File: src/inc/omf_pkg.sv
/*
 package for the operation-mode state machine: mode codes, command codes,
 fault cause width and reset values. assumes nothing of its surroundings.
*/
package omf_pkg;
    // operation modes, binary codes written out
    typedef enum logic [2:0]
    {
        OMF_INIT  = 3'h0,
        OMF_RUN   = 3'h1,
        OMF_HALT  = 3'h2,
        OMF_ERROR = 3'h3,
        OMF_HOLD  = 3'h4,
        OMF_RUNF  = 3'h5
    } omf_mode_t;

    // tool commands, valid with cmd_valid_i
    typedef enum logic [3:0]
    {
        OMF_CMD_NONE   = 4'h0,
        OMF_CMD_RUN    = 4'h1,
        OMF_CMD_HALT   = 4'h2,
        OMF_CMD_RUNF   = 4'h3,
        OMF_CMD_HOLD   = 4'h4,
        OMF_CMD_HOLDC  = 4'h5,
        OMF_CMD_ERST   = 4'h6,
        OMF_CMD_LOAD   = 4'h7,
        OMF_CMD_EDIT   = 4'h8,
        OMF_CMD_NVWR   = 4'h9,
        OMF_CMD_NVRD   = 4'ha,
        OMF_CMD_OUTSET = 4'hb
    } omf_cmd_t;

    localparam int OMF_CAUSE_W = 8;
    localparam logic [7:0] OMF_CAUSE_RST = 8'h00;
    // cycles spent in init before the switch level chooses the power-up mode
    localparam int OMF_INIT_CYC = 4;
endpackage

File: src/verilog/omf_sync.sv
/*
 two flip-flop synchroniser for one level.
 assumes the input is asynchronous to mclk_i.
*/
`timescale 1ns/1ps
module omf_sync
    import omf_pkg::*;
(
    // clock and reset
    input wire logic mclk_i,
    input wire logic nrst_i,
    // level in and out
    input wire logic d_i,
    output logic q_o
);
    logic meta_ff; // first stage, read only by q_ff
    logic q_ff;

    // two stages, first read by nothing else
    always_ff @(posedge mclk_i or negedge nrst_i)
    begin
        if (!nrst_i)
        begin
            meta_ff <= 1'b0;
            q_ff <= 1'b0;
        end
        else
        begin
            meta_ff <= d_i;
            q_ff <= meta_ff;
        end
    end
    assign q_o = q_ff;
endmodule

File: src/verilog/omf_outgate.sv
/*
 output stage: chooses what drives the external outputs per mode.
 assumes mode flags come from the same clock domain.
*/
`timescale 1ns/1ps
module omf_outgate
    import omf_pkg::*;
#(
    parameter int OUT_W = 16
)
(
    // clock and reset
    input wire logic mclk_i,
    input wire logic nrst_i,
    // mode selection
    input wire logic pass_prog_i,
    input wire logic keep_i,
    input wire logic force_set_i,
    // data
    input wire logic [OUT_W-1:0] prog_out_i,
    input wire logic [OUT_W-1:0] force_data_i,
    output logic [OUT_W-1:0] out_o
);
    logic [OUT_W-1:0] out_ff; // registered output image

    // off unless program drives, held, or tool writes in hold
    always_ff @(posedge mclk_i or negedge nrst_i)
    begin
        if (!nrst_i)
            out_ff <= '0;
        else if (pass_prog_i)
            out_ff <= prog_out_i;
        else if (keep_i)
        begin
            if (force_set_i)
                out_ff <= force_data_i;
        end
        else
            out_ff <= '0;
    end
    assign out_o = out_ff;
endmodule

File: src/verilog/omf_mode_ctrl.sv
/*
 operation-mode state machine of a small programmable controller.
 picks run, halt, error, hold or forced run from the front switch,
 tool commands and the self-diagnosis fault; gates execution, outputs
 and programming or nonvolatile permissions.
 assumes mode switch is an asynchronous pin, everything else is on mclk_i;
 the tool presents one command per cmd_valid_i pulse.
*/
`timescale 1ns/1ps

// What this block does
// - exactly one of six modes active
// - run samples inputs, executes, drives outputs
// - halt stops program, outputs off
// - load only in halt; basic edits halt-only
// - extended variant also edits, writes in run
// - fault from any mode but init enters error, outputs off
// - error left by reset command or power cycle
// - hold samples, refreshes, keeps outputs, no execution
// - tool sets outputs while in hold
// - forced run ignores missing expansion hardware
// - run to halt by switch or command
// - halt to run by switch or command
// - forced-run command enters forced run from run or halt
// - hold command enters, cancel leaves hold
// - tool mode commands need switch at run
// - nv read halt only; extended write not error
module omf_mode_ctrl
    import omf_pkg::*;
#(
    parameter int OUT_W = 16,
    parameter int IN_W = 16,
    parameter bit EXTENDED = 1'b0
)
(
    // clock and reset
    input wire logic mclk_i,
    input wire logic nrst_i,
    // front switch pin, high at run position
    input wire logic sw_run_i,
    // tool command port
    input wire logic cmd_valid_i,
    input wire logic [3:0] cmd_i,
    input wire logic [OUT_W-1:0] cmd_data_i,
    // self-diagnosis
    input wire logic fault_i,
    input wire logic [OMF_CAUSE_W-1:0] fault_cause_i,
    input wire logic hw_missing_i,
    // scan interface
    input wire logic [IN_W-1:0] ext_in_i,
    input wire logic [OUT_W-1:0] prog_out_i,
    // status and permissions
    output logic [2:0] mode_o,
    output logic exec_en_o,
    output logic in_sample_o,
    output logic [IN_W-1:0] in_image_o,
    output logic [OUT_W-1:0] out_o,
    output logic [OMF_CAUSE_W-1:0] err_cause_o,
    output logic cmd_ack_o,
    output logic cmd_nak_o,
    output logic load_go_o,
    output logic edit_go_o,
    output logic nvwr_go_o,
    output logic nvrd_go_o
);
    // elaboration checks: refuse widths the logic cannot serve
    if (OUT_W < 1 || IN_W < 1)
    begin
        $error("omf_mode_ctrl: widths must be positive");
    end
    // the settle counter is three bits wide and must reach its end
    if (OMF_INIT_CYC < 1 || OMF_INIT_CYC > 7)
    begin
        $error("omf_mode_ctrl: settle count must fit three bits");
    end

    omf_mode_t mode_ff; // current mode
    omf_mode_t nxt_mode;
    logic sw_run; // synchronised switch
    logic sw_run_d_ff; // previous switch level, for edges
    logic [2:0] init_cnt_ff; // settle counter at power-up
    logic [OMF_CAUSE_W-1:0] cause_ff;
    logic [IN_W-1:0] in_ff;
    logic ack_ff, nak_ff;
    logic load_ff, edit_ff, nvwr_ff, nvrd_ff;
    logic is_run, is_runf, is_hold, is_halt, is_err;
    logic mode_cmd; // command is a mode-change command
    logic mode_cmd_ok; // accepted mode-change command
    logic sw_to_run, sw_to_halt;
    logic halted_run; // run stopped for missing hardware
    logic grant; // permission for non-mode command
    logic outset; // hold output write

    omf_sync u_sync
    (
        .mclk_i(mclk_i),
        .nrst_i(nrst_i),
        .d_i(sw_run_i),
        .q_o(sw_run)
    );

    // decodes of the single mode register
    assign is_run = (mode_ff == OMF_RUN);
    assign is_runf = (mode_ff == OMF_RUNF);
    assign is_hold = (mode_ff == OMF_HOLD);
    assign is_halt = (mode_ff == OMF_HALT);
    assign is_err = (mode_ff == OMF_ERROR);
    // switch moves, taken from the synced level only
    assign sw_to_run = sw_run && !sw_run_d_ff;
    assign sw_to_halt = !sw_run && sw_run_d_ff;
    // plain run stalls when expansion hardware is missing; forced run does not
    assign halted_run = is_run && hw_missing_i;

    // which commands count as mode changes
    always_comb
    begin
        unique case (omf_cmd_t'(cmd_i))
            OMF_CMD_RUN, OMF_CMD_HALT, OMF_CMD_RUNF,
            OMF_CMD_HOLD, OMF_CMD_HOLDC, OMF_CMD_ERST: mode_cmd = 1'b1;
            // the rest are programming, nonvolatile or output requests
            default: mode_cmd = 1'b0;
        endcase
    end
    // ignored with switch at halt
    assign mode_cmd_ok = cmd_valid_i && mode_cmd && sw_run;

    // permission for programming and nonvolatile commands
    always_comb
    begin
        // refused requests leave grant low and are answered with a nak
        grant = 1'b0;
        outset = 1'b0;
        if (cmd_valid_i && !mode_cmd)
        begin
            unique case (omf_cmd_t'(cmd_i))
                OMF_CMD_LOAD: grant = is_halt;
                OMF_CMD_EDIT: grant = is_halt || (EXTENDED && is_run);
                OMF_CMD_NVWR: grant = EXTENDED ? (!is_err && mode_ff != OMF_INIT) : is_halt;
                OMF_CMD_NVRD: grant = is_halt;
                OMF_CMD_OUTSET:
                begin
                    grant = is_hold;
                    outset = is_hold;
                end
                default: grant = 1'b0;
            endcase
        end
    end

    // next-mode logic; fault beats everything outside init
    always_comb
    begin
        nxt_mode = mode_ff;
        if (fault_i && mode_ff != OMF_INIT)
            nxt_mode = OMF_ERROR;
        else
        begin
            unique case (mode_ff)
                OMF_INIT:
                begin
                    // the level, not an edge, picks the first mode
                    if (init_cnt_ff == 3'(OMF_INIT_CYC))
                        nxt_mode = sw_run ? OMF_RUN : OMF_HALT;
                end
                OMF_RUN, OMF_RUNF:
                begin
                    // halt wins over any other mode command
                    if (sw_to_halt || (mode_cmd_ok && cmd_i == OMF_CMD_HALT))
                        nxt_mode = OMF_HALT;
                    else if (mode_cmd_ok && cmd_i == OMF_CMD_RUNF)
                        nxt_mode = OMF_RUNF;
                    else if (mode_cmd_ok && cmd_i == OMF_CMD_HOLD)
                        nxt_mode = OMF_HOLD;
                end
                OMF_HALT:
                begin
                    // switch edge to run or run command
                    if (sw_to_run || (mode_cmd_ok && cmd_i == OMF_CMD_RUN))
                        nxt_mode = OMF_RUN;
                    else if (mode_cmd_ok && cmd_i == OMF_CMD_RUNF)
                        nxt_mode = OMF_RUNF;
                end
                OMF_HOLD:
                begin
                    // switch to halt or halt command also leaves hold
                    if (sw_to_halt || (mode_cmd_ok && cmd_i == OMF_CMD_HALT))
                        nxt_mode = OMF_HALT;
                    else if (mode_cmd_ok && cmd_i == OMF_CMD_HOLDC)
                        nxt_mode = OMF_RUN;
                end
                OMF_ERROR:
                begin
                    // only the reset command; otherwise a power cycle
                    if (mode_cmd_ok && cmd_i == OMF_CMD_ERST)
                        nxt_mode = sw_run ? OMF_RUN : OMF_HALT;
                end
                default: nxt_mode = OMF_INIT;
            endcase
        end
    end

    // single mode register keeps exactly one mode active
    // illegal codes fall back to init through the next-mode default
    always_ff @(posedge mclk_i or negedge nrst_i)
    begin
        if (!nrst_i)
            mode_ff <= OMF_INIT;
        else
            mode_ff <= nxt_mode;
    end

    // power-up settle counter and switch edge history
    always_ff @(posedge mclk_i or negedge nrst_i)
    begin
        if (!nrst_i)
        begin
            init_cnt_ff <= 3'h0;
            sw_run_d_ff <= 1'b0;
        end
        else
        begin
            if (mode_ff == OMF_INIT && init_cnt_ff != 3'(OMF_INIT_CYC))
                init_cnt_ff <= init_cnt_ff + 3'h1;
            // history tracks the synced level every cycle; in init the
            // level itself picks the mode, so a switch held at run gives no edge
            sw_run_d_ff <= sw_run;
        end
    end

    // fault cause kept for the tool until error reset
    always_ff @(posedge mclk_i or negedge nrst_i)
    begin
        if (!nrst_i)
            cause_ff <= OMF_CAUSE_RST;
        else if (fault_i && !is_err && mode_ff != OMF_INIT)
            cause_ff <= fault_cause_i;
        // a fault seen in error keeps the first cause
        else if (is_err && nxt_mode != OMF_ERROR)
            cause_ff <= OMF_CAUSE_RST;
    end

    // input image: sampled in run, forced run and hold, not in halt or error
    // halt and error freeze the last image rather than clearing it
    always_ff @(posedge mclk_i or negedge nrst_i)
    begin
        if (!nrst_i)
            in_ff <= '0;
        else if (is_run || is_runf || is_hold)
            in_ff <= ext_in_i;
    end

    // command answers and one-cycle grants
    // ack and nak are exclusive, one cycle after the command
    always_ff @(posedge mclk_i or negedge nrst_i)
    begin
        if (!nrst_i)
        begin
            ack_ff <= 1'b0;
            nak_ff <= 1'b0;
            load_ff <= 1'b0;
            edit_ff <= 1'b0;
            nvwr_ff <= 1'b0;
            nvrd_ff <= 1'b0;
        end
        else
        begin
            ack_ff <= mode_cmd_ok || grant;
            nak_ff <= cmd_valid_i && !(mode_cmd_ok || grant);
            load_ff <= grant && cmd_i == OMF_CMD_LOAD;
            edit_ff <= grant && cmd_i == OMF_CMD_EDIT;
            nvwr_ff <= grant && cmd_i == OMF_CMD_NVWR;
            nvrd_ff <= grant && cmd_i == OMF_CMD_NVRD;
        end
    end

    // outputs follow program in forced run and in run with hardware present, held in hold, off otherwise
    // registered, so outputs drop one cycle after the mode changes
    omf_outgate #(.OUT_W(OUT_W)) u_out
    (
        .mclk_i(mclk_i),
        .nrst_i(nrst_i),
        .pass_prog_i((is_run && !halted_run) || is_runf),
        .keep_i(is_hold),
        .force_set_i(outset),
        .prog_out_i(prog_out_i),
        .force_data_i(cmd_data_i),
        .out_o(out_o)
    );

    // status straight from registers or mode decodes, exec_en_o also gated by hw_missing_i
    assign mode_o = mode_ff;
    assign exec_en_o = (is_run && !halted_run) || is_runf;
    assign in_sample_o = is_run || is_runf || is_hold;
    assign in_image_o = in_ff;
    assign err_cause_o = cause_ff;
    assign cmd_ack_o = ack_ff;
    assign cmd_nak_o = nak_ff;
    assign load_go_o = load_ff;
    assign edit_go_o = edit_ff;
    assign nvwr_go_o = nvwr_ff;
    assign nvrd_go_o = nvrd_ff;
endmodule

File: config.mk
export PLATFORM = sky130hd
export DESIGN_NAME = omf_mode_ctrl
export DESIGN_NICKNAME = d
export VERILOG_FILES = /design/src/inc/omf_pkg.sv /design/src/verilog/omf_sync.sv /design/src/verilog/omf_outgate.sv /design/src/verilog/omf_mode_ctrl.sv
export SDC_FILE = /design/constraint.sdc
export NUM_CORES = 1
export LEC_CHECK = 0
export ABC_AREA = 1
export BUFFER_PORTS_ARGS = -buffer_cell sky130_fd_sc_hd__buf_4
export CAP_MARGIN = 20
export CORE_MARGIN = 2
export CORE_UTILIZATION = 49
export CTS_BUF_LIST = sky130_fd_sc_hd__clkbuf_2
export DETAILED_ROUTE_END_ITERATION = 12
export GPL_TIMING_DRIVEN = 0
export PLACE_DENSITY = 0.8
export SETUP_SLACK_MARGIN = 0.4
export SLEW_MARGIN = 20
export SYNTH_ARGS = -nofsm -noshare
export SYNTH_HDL_FRONTEND = slang
export SYNTH_SLANG_ARGS = --single-unit
File: constraint.sdc
create_clock -name mclk_i -period 2.2 [get_ports mclk_i]
set_clock_uncertainty 0.15 [all_clocks]
set_input_delay 0.11 -clock mclk_i [delete_from_list [all_inputs] [get_ports mclk_i]]
set_output_delay 0.11 -clock mclk_i [all_outputs]
set_load 0.02 [all_outputs]
==> results by group <==
Clock tree
  – Max Buffers Root-to-Sink: 2
  – TritonCTS clock tree: yes
  – Clk Latency, worst-skew pair: 440 ps
  – Root Buffer: clkbuf_2
  – Clk pin slew, worst setup/hold paths: ~250 ps
  – CTS buffer count: 5
  – CTS H-tree lvls: 2
  – CTS sink cnt: 55

Global route
  – Met2 Track Usage GR: 0.580
  – Largest net degree at the start of global routing: 56
  – Met3 Resource Use GR: 0.0616
  – Most Crowded Layer GR: met2
  – GRT Overall Usage: 0.299
  – Total congestion overflow: 0
  – Grt met1 use: 0.339
  – First-pass GRT wire length: approximately 14000 um
  – Number of global-route vias before repair: roughly 2900
  – Initial antenna violation count: 0

STA
  – Tcrit/Tclk final: 0.852
  – Fmax: approximately 0.53 GHz
  – Minimum clock period: approximately 1900 ps
  – Max Slew Vio Count: 0
  – Setup repair after global routing missed its margin: true
  – Relative slew margins: 0.549
  – Setup violations, final: 0
  – Final hold vios: 0
  – Setup TNS: 0 ps
  – Worst-Margin Slew: ~680 ps

Logic synthesis
  – Ys flop type: dfrtp_1
  – Ys Warns: 0
  – Synth area leader: dfrtp_1
  – Share of the synthesized area in the top cell type: 0.522
  – Top area cells in the synthesized netlist: dfrtp_1 (52%), nand2_1 (17%), a31oi_2 (6.6%)
  – Syn Nets: approximately 370
  – Syn Inst Count: between 300 and 400
  – Mapped Avg Cell Area: slightly below 9 um^2
  – Sequential area share after synthesis: 0.522
  – Post-synthesis cell type count: 30
  – Synth Register Bits: between 50 and 60
  – Post-synth EDFFs: 0
  – Top-count cell post-synth: nand2_1
  – Post-synth ARST share: 1.00
  – Synth cell count leaders: nand2_1 (119), dfrtp_1 (55), nor2_1 (28)
  – Netlist Area Pre-Place: approximately 2600 um^2

Worst setup path
  – CP Class: flop to flop
  – Worst-path fanout max: 9
  – Worst EP arrival: approximately 2100 ps
  – CP Data Required Time: between 2000 and 2500 ps
  – Crit path capture type: flop
  – Startpoint Class: flop

Finish
  – Register area: ~1400 um^2
  – Antenna cell count: 0
  – Layout fillers: 228
  – Post-route cell area: between 4000 and 5000 um^2
  – Share of cells above drive strength 1: 0.399
  – Nets: slightly below 600
  – Syn-to-layout area delta: 74.1%
  – Area of the multi-input gates: 1190 um^2

Worst hold path
  – Worst hold path class: input port to asynchronous set/reset pin

Pwr
  – Worst IR drop on VDD: approximately 0.48 mV
  – Cell leakage power: between 2 and 2.5 nW
  – Pwr Density: around 690 nW/um^2

Floorplanning
  – Io pins: 117
  – Starting Density: 0.513
  – FP Rows: 26
  – Core area: roughly 5000 um^2
  – Die Height: 77.3 um
  – Die Area: 5980 um^2
  – Chip width: around 77 um

Placement
  – Post-Place Cell Area: about 3600 um^2
  – Routability Congestion: around 0.9
  – Post-DP HPWL: a little under 5000 um
  – Input/output buffers: 116

Routing
  – Initial DRC count: approximately 170
  – Routed wire per std cell: about 17 um
  – Vias/cell: 5.20
  – Via Count: around 3000
  – Final WL: ~9700 um
  – Drt first pass iters: 4
  – Number of remaining DRC errors: 0
  – Final ANT Viol Nets: 0

Flow run
  – Max Cap Violations: 0

Status
  – Status: completed
## report_power, final
group	internal (mW)	switching, mW
Sequential	1.24	0.132
Clock	0.191	0.299
Combinational	0.600	0.711
Total	2.03	1.14
## per-stage QoR
| step | worst slack, ps | hold slack (ps) | instances | utilization | total power [mW] |
|---|---|---|---|---|---|
| after floorplan | 502 | -336 | 303 | - | 1.94 |
| after global placement | 435 | 44.1 | 489 | 0.699 | 2.47 |
| after detailed placement | 415 | 48.1 | 489 | 0.699 | 2.50 |
| after CTS | 378 | 79.6 | 572 | 0.870 | 3.10 |
| after global routing | 220 | 80.7 | 579 | 0.892 | 3.32 |
| final | 327 | 59.3 | 579 | 0.892 | 3.17 |
## layout make-up
class,instances,share of cell area
buffer,7,0.0180
multi-input combinational,218,0.260
inverter,23,0.0188
timing repair buffer,199,0.370
sequential,55,0.301
clock inverter,1,0.00655
tap,70,0.0191
clock buffer,6,0.00655
## final timing paths
kind / from / to / slack [ps] / cells after the start
min reg2reg: u_sync.meta_ff / u_sync.q_o / 240 / 0
min in group mclk_i: sw_run_i / u_sync.meta_ff / 180 / 2
max in group asynchronous: nrst_i / mode_o[1] / 1370 / 2
max: mode_o[0] / u_out.out_o[8] / 330 / 9
max reg2reg: mode_o[0] / u_out.out_o[8] / 330 / 9
min: nrst_i / load_go_o / 60 / 2
## what timing repair did
item,4_1_cts,5_1_grt
pin swaps,4,7
cloned,1,0
hold buffers,66,0
setup endpoints to repair,10,37
resized for setup,19,22
setup buffers,9,7
hold endpoints to repair,105,0
## sequential cells by signal, indices dropped and copies added, names as in the netlist
| signal | flops |
|---|---|
| in_image_o | 16 |
| nvwr_go_o | 1 |
| nvrd_go_o | 1 |
| err_cause_o | 8 |
| u_out.out_o | 16 |
| load_go_o | 1 |
| sw_run_d_ff | 1 |
| mode_o | 3 |
| cmd_nak_o | 1 |
| edit_go_o | 1 |
| u_sync.q_o | 1 |
| cmd_ack_o | 1 |
| u_sync.meta_ff | 1 |
| init_cnt_ff | 3 |
## critical path, cell delays in order (launching register included)
cell     delay, ps
dfrtp_1        470
buf_6          140
nor2_4         130
nand2_4         80
buf_6          130
inv_2          180
nand2_4        120
buf_4          170
buf_16         130
a31oi_1        130
## cell families after synthesis
kind of cell               count (synthesis)  synth area share
DFF                                       55             0.522
adders and majority gates                  2           0.00950
AOI/OAI and AO/OA                         22            0.0869
buffers and inverters                     30            0.0513
and+or+nand+nor                          192             0.323
xor gates and xnor gates                   2           0.00665
## metal layers
| layer | vias to the layer above | wire length [um] |
|---|---|---|
| met5 | - | 0 |
| li1 | 1378 | - |
| met2 | 159 | 5210 |
| met3 | 29 | 645 |
| met4 | 0 | 261 |
| met1 | 1442 | 3550 |
## placed cells by master (no fill, tap or decap)
cell and instances:
nor3_1 1, nor2_1 25, dfrtp_1 53, dlygate4sd3_1 66, a31oi_1 2, nand3_2 3, nand2_4 4, nand3_1 15
a21oi_4 1, inv_1 14, nand2_1 115, dfrtp_2 2, a31oi_2 14, or2_2 1, bufinv_16 1, clkbuf_2 6
buf_16 1, xnor2_1 1, or2_1 1, nor3_4 2, ha_1 2, buf_8 3, o21ai_1 1, nand3_4 1
a21oi_1 2, nor3_2 1, o21ai_0 2, buf_6 7, xor2_1 1, nor2_2 3, buf_4 129, inv_2 9
nand2_2 10, nor2_4 5, nand4_1 5
(Power assumes the default switching activity.)
